**config.mk**
```make
export PLATFORM = sky130hd
export DESIGN_NAME = rle_engine
export DESIGN_NICKNAME = d
export VERILOG_FILES = /design/src/shared/rle_pkg.sv /design/src/verilog/rle_engine.sv
export SDC_FILE = /design/constraint.sdc
export NUM_CORES = 2
export LEC_CHECK = 0
export BUFFER_PORTS_ARGS = -buffer_cell sky130_fd_sc_hd__buf_2
export CAP_MARGIN = 15
export CORE_MARGIN = 1.5
export CORE_UTILIZATION = 55
export CTS_CLUSTER_DIAMETER = 30
export DETAILED_ROUTE_END_ITERATION = 7
export HOLD_SLACK_MARGIN = 0.03
export PLACE_DENSITY = 0.8
export SYNTH_ARGS = -nofsm -noshare
export SYNTH_HDL_FRONTEND = slang
export SYNTH_SLANG_ARGS = --single-unit
```
**constraint.sdc**
```tcl
create_clock -name clock -period 11.6 [get_ports clock]
set_input_delay 0.58 -clock clock [delete_from_list [all_inputs] [get_ports clock]]
set_output_delay 0.58 -clock clock [all_outputs]
set_load 0.02 [all_outputs]
```
**src/shared/rle_pkg.sv**
```systemverilog
// rle_pkg: constants, register map and carrier types of the location engine loader.
// assumes a 50 MHz system clock and a 32-bit apb register port.
package rle_pkg;
  // clock rate and estimate time limit
  localparam int unsigned CLK_MHZ = 50;
  localparam int unsigned EST_MAX_US = 13000;
  localparam int unsigned EST_MAX_CYC = EST_MAX_US * CLK_MHZ;

  // register byte addresses
  localparam logic [7:0] ADDR_CTRL = 8'h00;
  localparam logic [7:0] ADDR_COORD = 8'h04;
  localparam logic [7:0] ADDR_PARAM = 8'h08;
  localparam logic [7:0] ADDR_X = 8'h0c;
  localparam logic [7:0] ADDR_Y = 8'h10;
  localparam logic [7:0] ADDR_IDX = 8'h14;

  // engine_ctrl_stat bit positions
  localparam int unsigned EN_BIT = 0;
  localparam int unsigned COORD_LD_BIT = 1;
  localparam int unsigned PARAM_LD_BIT = 2;
  localparam int unsigned START_BIT = 3;
  localparam int unsigned DONE_BIT = 4;
  localparam int unsigned BUSY_BIT = 5;

  // load layout
  localparam int unsigned NUM_SLOTS = 16;
  localparam logic [5:0] NUM_COORD = 6'h20;
  localparam logic [5:0] NUM_PARAM = 6'h16;
  localparam int unsigned PARAM_A = 0;
  localparam int unsigned PARAM_N = 1;
  localparam int unsigned PARAM_XMIN = 2;
  localparam int unsigned PARAM_XDELTA = 3;
  localparam int unsigned PARAM_RSSI0 = 6;
  localparam int unsigned FIFO_DEPTH = 32;
  localparam logic [7:0] WEIGHT_MAX = 8'hff;

  // one queued port write
  typedef struct packed {
    logic is_param;
    logic [4:0] slot;
    logic [7:0] data;
  } rle_load_t;

  // control bits held by software
  typedef struct packed {
    logic param_ld;
    logic coord_ld;
    logic en;
  } rle_ctrl_t;

  typedef enum logic [1:0] {
    ST_IDLE = 2'b00,
    ST_ACC = 2'b01,
    ST_DIV = 2'b11,
    ST_FIN = 2'b10
  } rle_state_t;
endpackage

```
**src/verilog/rle_engine.sv**
```systemverilog
// rle_engine: apb-attached location engine with load fifo and estimator.
// assumes apb signals synchronous to clock and a single 50 MHz clock domain.
//
// Contract
// - disable stops engine clocking, no activity
// - estimate one pair from sixteen slots
// - coordinates unsigned six.two fixed point
// - zero signal strength marks slot unused
// - coordinates interleave x then y per slot
// - estimate finishes within thirteen milliseconds
// - start bit runs, done marks valid results
// - no interrupt, completion seen by polling
// - results held until next finish or reset
`timescale 1ns/10ps

module rle_fifo #(
  parameter int unsigned WIDTH = 14,
  parameter int unsigned DEPTH = 32
) (
  input wire logic clock,
  input wire logic rstn,
  input wire logic in_valid,
  output logic in_ready,
  input wire logic [WIDTH-1:0] in_data,
  output logic out_valid,
  input wire logic out_ready,
  output logic [WIDTH-1:0] out_data
);
  localparam int unsigned AW = $clog2(DEPTH);
  logic [WIDTH-1:0] mem [DEPTH];
  logic [AW-1:0] wr_ptr_r;
  logic [AW-1:0] rd_ptr_r;
  logic [AW:0] count_r;
  logic push;
  logic pop;

  assign in_ready = (count_r != (AW+1)'(DEPTH));
  assign out_valid = (count_r != '0);
  assign out_data = mem[rd_ptr_r];
  assign push = in_valid && in_ready;
  assign pop = out_valid && out_ready;

  // storage needs no reset, only the pointers and the count do
  always_ff @(posedge clock) begin
    if (push) begin
      mem[wr_ptr_r] <= in_data;
    end
  end

  always_ff @(posedge clock) begin
    if (!rstn) begin
      wr_ptr_r <= '0;
      rd_ptr_r <= '0;
      count_r <= '0;
    end else begin
      if (push) begin
        wr_ptr_r <= (wr_ptr_r == AW'(DEPTH - 1)) ? '0 : wr_ptr_r + 1'b1;
      end
      if (pop) begin
        rd_ptr_r <= (rd_ptr_r == AW'(DEPTH - 1)) ? '0 : rd_ptr_r + 1'b1;
      end
      count_r <= count_r + (AW+1)'(push) - (AW+1)'(pop);
    end
  end
endmodule

module rle_engine import rle_pkg::*; #(
  parameter int unsigned EST_LIMIT_CYC = EST_MAX_CYC
) (
  input wire logic clock,
  input wire logic rstn,
  input wire logic psel,
  input wire logic penable,
  input wire logic pwrite,
  input wire logic [7:0] paddr,
  input wire logic [31:0] pwdata,
  output logic [31:0] prdata,
  output logic pready,
  output logic pslverr
);
  rle_ctrl_t ctrl_r;
  rle_state_t state_r;
  logic done_r;
  logic start_pend_r;
  logic [5:0] coord_idx_r;
  logic [5:0] param_idx_r;
  logic [7:0] coord_mem [32];
  logic [7:0] param_mem [22];
  logic [7:0] res_r [2];
  logic [3:0] slot_r;
  logic [2:0] div_bit_r;
  logic [19:0] busy_cnt_r;
  logic eng_ce;
  logic access;
  logic wr_ok;
  logic rd_ok;
  logic mapped;
  logic port_wr;
  logic push_ok;
  logic fifo_in_ready;
  logic fifo_out_valid;
  logic fifo_pop;
  rle_load_t push_ent;
  rle_load_t pop_ent;
  logic [7:0] rssi;
  logic [7:0] over_a;
  logic [7:0] weight;
  logic [11:0] sum_w_r;
  rle_ctrl_t ctrl_wr;
  logic timeout;

  // clock gating is modelled as an enable: nothing in the engine moves while off
  assign eng_ce = ctrl_r.en;
  assign access = psel && penable;
  assign mapped = (paddr == ADDR_CTRL) || (paddr == ADDR_COORD) || (paddr == ADDR_PARAM) ||
                  (paddr == ADDR_X) || (paddr == ADDR_Y) || (paddr == ADDR_IDX);
  assign wr_ok = access && pready && pwrite && mapped;
  assign rd_ok = access && !pwrite;
  assign port_wr = pwrite && ((paddr == ADDR_COORD) || (paddr == ADDR_PARAM));
  assign ctrl_wr = rle_ctrl_t'({pwdata[PARAM_LD_BIT], pwdata[COORD_LD_BIT], pwdata[EN_BIT]});
  assign timeout = (busy_cnt_r >= 20'(EST_LIMIT_CYC - 1));

  // a port write is queued only with engine on, flag set and slot in range
  always_comb begin
    push_ok = 1'b0;
    push_ent = '0;
    push_ent.data = pwdata[7:0];
    if (wr_ok && ctrl_r.en && (paddr == ADDR_COORD) && ctrl_r.coord_ld &&
        (coord_idx_r < NUM_COORD)) begin
      push_ok = 1'b1;
      push_ent.slot = coord_idx_r[4:0];
    end else if (wr_ok && ctrl_r.en && (paddr == ADDR_PARAM) && ctrl_r.param_ld &&
                 (param_idx_r < NUM_PARAM)) begin
      push_ok = 1'b1;
      push_ent.is_param = 1'b1;
      push_ent.slot = param_idx_r[4:0];
    end
  end

  rle_fifo #(
    .WIDTH($bits(rle_load_t)),
    .DEPTH(FIFO_DEPTH)
  ) u_fifo (
    .clock(clock),
    .rstn(rstn),
    .in_valid(push_ok),
    .in_ready(fifo_in_ready),
    .in_data(push_ent),
    .out_valid(fifo_out_valid),
    .out_ready(fifo_pop),
    .out_data(pop_ent)
  );

  // apb answer: one wait state, longer while a port write meets a full fifo
  always_ff @(posedge clock) begin
    if (!rstn) begin
      pready <= 1'b0;
      pslverr <= 1'b0;
    end else begin
      pready <= access && !pready && !(port_wr && !fifo_in_ready);
      pslverr <= access && !pready && !(port_wr && !fifo_in_ready) && !mapped;
    end
  end

  // read data, captured the cycle before the completing edge
  always_ff @(posedge clock) begin
    if (!rstn) begin
      prdata <= '0;
    end else if (rd_ok && !pready) begin
      prdata <= '0;
      case (paddr)
        ADDR_CTRL: begin
          prdata[EN_BIT] <= ctrl_r.en;
          prdata[COORD_LD_BIT] <= ctrl_r.coord_ld;
          prdata[PARAM_LD_BIT] <= ctrl_r.param_ld;
          prdata[DONE_BIT] <= done_r;
          prdata[BUSY_BIT] <= (state_r != ST_IDLE) || start_pend_r;
        end
        ADDR_X: prdata[7:0] <= res_r[0];
        ADDR_Y: prdata[7:0] <= res_r[1];
        ADDR_IDX: prdata[13:0] <= {2'b00, param_idx_r, coord_idx_r};
        default: prdata <= '0;
      endcase
    end
  end

  // control bits and write indices; a flag rise rewinds its index
  always_ff @(posedge clock) begin
    if (!rstn) begin
      ctrl_r <= '0;
      coord_idx_r <= '0;
      param_idx_r <= '0;
    end else if (wr_ok && (paddr == ADDR_CTRL)) begin
      ctrl_r <= ctrl_wr;
      if (ctrl_wr.coord_ld && !ctrl_r.coord_ld) begin
        coord_idx_r <= '0;
      end
      if (ctrl_wr.param_ld && !ctrl_r.param_ld) begin
        param_idx_r <= '0;
      end
    end else if (push_ok && !push_ent.is_param) begin
      coord_idx_r <= coord_idx_r + 6'h01;
    end else if (push_ok) begin
      param_idx_r <= param_idx_r + 6'h01;
    end
  end

  // drain the queue only while idle, so a running estimate stalls the loader
  assign fifo_pop = eng_ce && (state_r == ST_IDLE) && fifo_out_valid;

  always_ff @(posedge clock) begin
    if (fifo_pop && !pop_ent.is_param) begin
      coord_mem[pop_ent.slot] <= pop_ent.data;
    end
    if (fifo_pop && pop_ent.is_param) begin
      param_mem[pop_ent.slot] <= pop_ent.data;
    end
  end

  // per-slot weight: full weight for rssi below PARAM_A, smaller as rssi rises above it, zero rssi none
  assign rssi = param_mem[PARAM_RSSI0 + 32'(slot_r)];
  assign over_a = rssi - param_mem[PARAM_A];
  always_comb begin
    if (rssi == 8'h00) begin
      weight = 8'h00;
    end else if (rssi >= param_mem[PARAM_A]) begin
      weight = WEIGHT_MAX - over_a;
    end else begin
      weight = WEIGHT_MAX;
    end
  end

  // start request and done flag; finish sets done even against a new start
  always_ff @(posedge clock) begin
    if (!rstn) begin
      start_pend_r <= 1'b0;
      done_r <= 1'b0;
    end else begin
      if (wr_ok && (paddr == ADDR_CTRL) && pwdata[START_BIT] && ctrl_wr.en) begin
        start_pend_r <= 1'b1;
        done_r <= 1'b0;
      end else if (eng_ce && (state_r == ST_IDLE) && !fifo_out_valid) begin
        start_pend_r <= 1'b0;
      end
      if (eng_ce && (state_r == ST_FIN)) begin
        done_r <= 1'b1;
      end
    end
  end

  // sequencer: accumulate sixteen slots, then an eight-step divide
  always_ff @(posedge clock) begin
    if (!rstn) begin
      state_r <= ST_IDLE;
      slot_r <= '0;
      div_bit_r <= '0;
      sum_w_r <= '0;
      busy_cnt_r <= '0;
    end else if (eng_ce) begin
      busy_cnt_r <= (state_r == ST_IDLE) ? '0 : busy_cnt_r + 20'h00001;
      case (state_r)
        ST_IDLE: begin
          // wait until every queued load has landed before computing
          if (start_pend_r && !fifo_out_valid) begin
            state_r <= ST_ACC;
            slot_r <= '0;
            sum_w_r <= '0;
          end
        end
        ST_ACC: begin
          sum_w_r <= sum_w_r + 12'(weight);
          slot_r <= slot_r + 4'h1;
          if (slot_r == 4'(NUM_SLOTS - 1)) begin
            state_r <= ST_DIV;
            div_bit_r <= 3'h7;
          end
        end
        ST_DIV: begin
          div_bit_r <= div_bit_r - 3'h1;
          if ((div_bit_r == 3'h0) || timeout) begin
            state_r <= ST_FIN;
          end
        end
        ST_FIN: state_r <= ST_IDLE;
        default: state_r <= ST_IDLE;
      endcase
    end
  end

  // one accumulator, divider and clamp per axis
  for (genvar g = 0; g < 2; g++) begin : g_axis
    logic [19:0] sum_r;
    logic [19:0] rem_r;
    logic [7:0] quo_r;
    logic [19:0] trial;
    logic [7:0] lo;
    logic [8:0] hi;

    assign trial = 20'(sum_w_r) << div_bit_r;
    assign lo = param_mem[PARAM_XMIN + 2 * g];
    assign hi = 9'(lo) + 9'(param_mem[PARAM_XDELTA + 2 * g]);

    always_ff @(posedge clock) begin
      if (!rstn) begin
        sum_r <= '0;
        rem_r <= '0;
        quo_r <= '0;
      end else if (eng_ce) begin
        if (state_r == ST_IDLE) begin
          sum_r <= '0;
        end else if (state_r == ST_ACC) begin
          sum_r <= sum_r + 20'(weight) * 20'(coord_mem[2 * slot_r + g]);
          if (slot_r == 4'(NUM_SLOTS - 1)) begin
            rem_r <= sum_r + 20'(weight) * 20'(coord_mem[2 * slot_r + g]);
            quo_r <= '0;
          end
        end else if ((state_r == ST_DIV) && (rem_r >= trial)) begin
          rem_r <= rem_r - trial;
          quo_r[div_bit_r] <= 1'b1;
        end
      end
    end

    // results change only at finish or reset, held otherwise
    always_ff @(posedge clock) begin
      if (!rstn) begin
        res_r[g] <= '0;
      end else if (eng_ce && (state_r == ST_FIN)) begin
        if ((sum_w_r == '0) || (quo_r < lo)) begin
          res_r[g] <= lo;
        end else if (9'(quo_r) > hi) begin
          res_r[g] <= hi[7:0];
        end else begin
          res_r[g] <= quo_r;
        end
      end
    end
  end
endmodule
```
==> results.json <==
{
  "grt_usage_pct": 27.7,
  "grt_overflow": 0,
  "start_util_pct": 55.4,
  "hpwl_microns": 79400,
  "gp_congestion": 0.889,
  "p_seq_share_pct": 45.8,
  "grt_pass1_vias": 34400,
  "synth-xor-area-share_pct": 1.72,
  "cts_root_buf": "clkbuf_16",
  "crit_fanout": 20,
  "period_share_pct": 87.3,
  "finalHoldViolCount": 0,
  "intPower_mw": 7.30,
  "cts.clk_slew.worst_paths_ns": 0.05,
  "row_count": 114,
  "synthMuxAreaShare_pct": 12.7,
  "wl_microns": 139000,
  "area_growth_pct": 13.7,
  "postCtsSetupRepairBufs": 0,
  "synth-compound-area-share_pct": 6.60,
  "placed_area_sq_mm": 0.0549,
  "finClkSkew_ns": 0.0514,
  "wl_per_cell_microns": 25.8,
  "synth.distinct_cells": 87,
  "finish.utilization_pct": 62.9,
  "end_kind": "flip-flop",
  "crit_family": "compound AO/OA/AOI/OAI gates",
  "synth.most_common_cell": "edfxtp_1",
  "crit_buf_inv": 7,
  "cap_violations": 0,
  "via_per_inst": 6.29,
  "max-vdd-ir-drop_mv": 0.196,
  "clockBufferDepth": 3,
  "clk_latency_ns": 0.78,
  "crit_path_frequent_cell": "ha_1",
  "critical_path_class": "reg2reg",
  "p_clk_share_pct": 53.6,
  "power_frac_comb_pct": 0.6,
  "yosys.area_share.simple_pct": 7.64,
  "tns_ns": 0,
  "core_area_sq_mm": 0.0964,
  "dp.cells": 5057,
  "num_io_pins": 79,
  "grt_max_degree": 85,
  "p_leak_nw": 21.2,
  "run_status": "complete, no violations",
  "cts-buffers-inserted": 170,
  "ys.flop_type": "edfxtp_1",
  "power_mw": 9.29,
  "drtIter0Drc": 4118,
  "dieArea_sq_mm": 0.0989,
  "hp-class": "in2reg",
  "relSlewSlack_pct": 14.9,
  "first_pass_iters": 6,
  "fin_crit_ns": 10.12,
  "cts-htree-levels": 4,
  "finalNetCount": 4326,
  "synth_top_family_by_area": "multiplexers",
  "ant_nets": 0,
  "cp.required_ns": 12.24,
  "ys_seq_area_share_pct": 58.5,
  "die_h_microns": 315,
  "synthCells": 3837,
  "cts_tree": "yes",
  "drive_gt1_share_pct": 16.8,
  "drv_slew": 0,
  "synth_top_area_share_pct": 51.3,
  "die_w_microns": 315,
  "ys_warn_count": 0,
  "fmax_mhz": 98.8,
  "setup_viol": 0,
  "tightest_slew_ns": 1.27,
  "critPathArrivalTime_ns": 10.76,
  "synth_common_cells": "edfxtp_1 (912), nor2_1 (385), inv_1 (298)",
  "wl_met3_microns": 11600,
  "grt_antenna_before_repair": 4,
  "stdcell_area_sq_mm": 0.0607,
  "top_layer_used": "met4",
  "syn_area_sq_mm": 0.0534,
  "synth_area_leader_cell": "edfxtp_1",
  "start_kind": "flip-flop",
  "rsz0062_at_grt": "false",
  "ys_ff_latch": 1105,
  "avgSynthCellArea_sq_um": 13.9,
  "postCtsHoldBufs": 0,
  "cts_sinks": 1105,
  "swShare_pct": 21.5,
  "synth_edf_count": 912,
  "drc": 0,
  "vias": 33800,
  "reg2reg_slack_ns": 1.48,
  "p_switching_mw": 2.00,
  "ys_async_sr_fraction_pct": 0,
  "power_density_mw_per_mm2": 153,
  "postCtsResizedCells": 0,
  "grt_pass1_wl_microns": 205000,
  "portBuffers": 34,
  "critical-path-slowest-cell": "dfxtp_1",
  "wl_met2_microns": 71200,
  "finalNonFillerCells": 5379,
  "yosys.area_share.adder_pct": 9.00,
  "max_stage_delay_ns": 0.89,
  "wl_met1_microns": 49400,
  "synthTopCellsByArea": "edfxtp_1 (51%), mux4_2 (9.4%), dfxtp_1 (7.2%)"
}
## per-stage QoR
stage	setup slack (ns)	hold WS, ns
4_1_cts	1.66	0.148
3_5_place_dp	1.82	0.445
2_1_floorplan	3.37	0.432
5_1_grt	0.806	0.198
3_3_place_gp	1.96	0.441
6_report	1.48	0.182
## final timing paths
| path | start | to | cells after the start |
|---|---|---|---|
| worst max-delay path | slot_r[2] | g_axis[1].rem_r[19] | 35 |
| worst min-delay path | paddr[3] | pslverr | 3 |
| worst max register to register | slot_r[2] | g_axis[1].rem_r[19] | 35 |
| worst min register to register | g_axis[1].sum_r[3] | g_axis[1].sum_r[3] | 2 |
## layer usage
layer	vias to the layer above	track usage, %
li1	14500	-
met1	16900	34.0
met2	1977	46.9
met4	0	14.7
met3	425	4.97
met5	-	0
## placed cells by master (no fill, tap or decap), types with 19 or more instances in the layout
cell | synthesis | final
edfxtp_1 | 912 | 912
nor2_1 | 385 | 385
inv_1 | 298 | 297
mux4_2 | 223 | 223
nand2_1 | 214 | 214
ha_1 | 212 | 212
a21oi_1 | 191 | 190
dfxtp_1 | 193 | 187
clkbuf_16 | 0 | 172
fa_1 | 107 | 107
mux2i_1 | 94 | 94
nand3_1 | 79 | 79
o21ai_0 | 80 | 76
buf_4 | 26 | 70
xnor2_1 | 64 | 64
a22oi_1 | 45 | 45
a21o_1 | 42 | 42
xor2_1 | 41 | 41
mux2_2 | 39 | 39
buf_2 | 23 | 34
nor3_1 | 32 | 32
a31oi_1 | 31 | 31
a211oi_1 | 29 | 29
clkinv_1 | 3 | 28
nand2b_1 | 28 | 27
nor2b_1 | 28 | 26
clkinv_2 | 0 | 25
or2_2 | 24 | 24
nand4_1 | 23 | 23
clkbuf_1 | 106 | 22
o21a_1 | 20 | 20
conb_1 | 1 | 20
o21ai_1 | 15 | 19
## power by group through the flow
stage | Clock, mW | Combinational, mW | Sequential [mW]
final | 4.98 | 0.0540 | 4.26
after global routing | 5.17 | 0.0576 | 4.26
after CTS | 4.98 | 0.0528 | 4.26
after detailed placement | 0 | 0.0525 | 4.34
after global placement | 0 | 0.0505 | 4.34
after floorplan | 0 | 0.0307 | 4.34
## sequential cells by signal, summed over array words and instances (netlist names), 2 cells and up, named ones only
| signal | flops |
|---|---|
| prdata | 12 |
| div_bit_r | 3 |
| sum_w_r | 12 |
| ctrl_r | 2 |
| state_r | 2 |
| u_fifo.wr_ptr_r | 5 |
| u_fifo.mem | 448 |
| coord_idx_r | 6 |
| g_axis.rem_r | 40 |
| u_fifo.rd_ptr_r | 5 |
| busy_cnt_r | 20 |
| g_axis.quo_r | 16 |
| res_r | 16 |
| param_mem | 192 |
| slot_r | 4 |
| u_fifo.count_r | 6 |
| g_axis.sum_r | 40 |
| coord_mem | 256 |
| param_idx_r | 6 |
## kinds of logic after synthesis
group / after synthesis
buf+inv: 481
flops: 1105
xor+xnor: 105
mux: 370
fa+ha+maj: 320
simple gates: 903
compound gates: 552
other cells: 1
## final cells by class
cell class                      count  area [sq um]
Fill cell                        6628         35700
Sequential cell                  1105         31300
Multi-Input combinational cell   2270         20200
Clock buffer                      200          4470
Tap cell                         1276          1600
Inverter                          302          1130
Clock inverter                    112          1110
Timing Repair Buffer              113           893
Antenna cell                        1          2.50
## worst min-delay path, stage by stage
cell     delay, ns
buf_2         0.17
nand2_1       0.08
a21oi_1       0.07
Power figures use the tool's default switching activity.
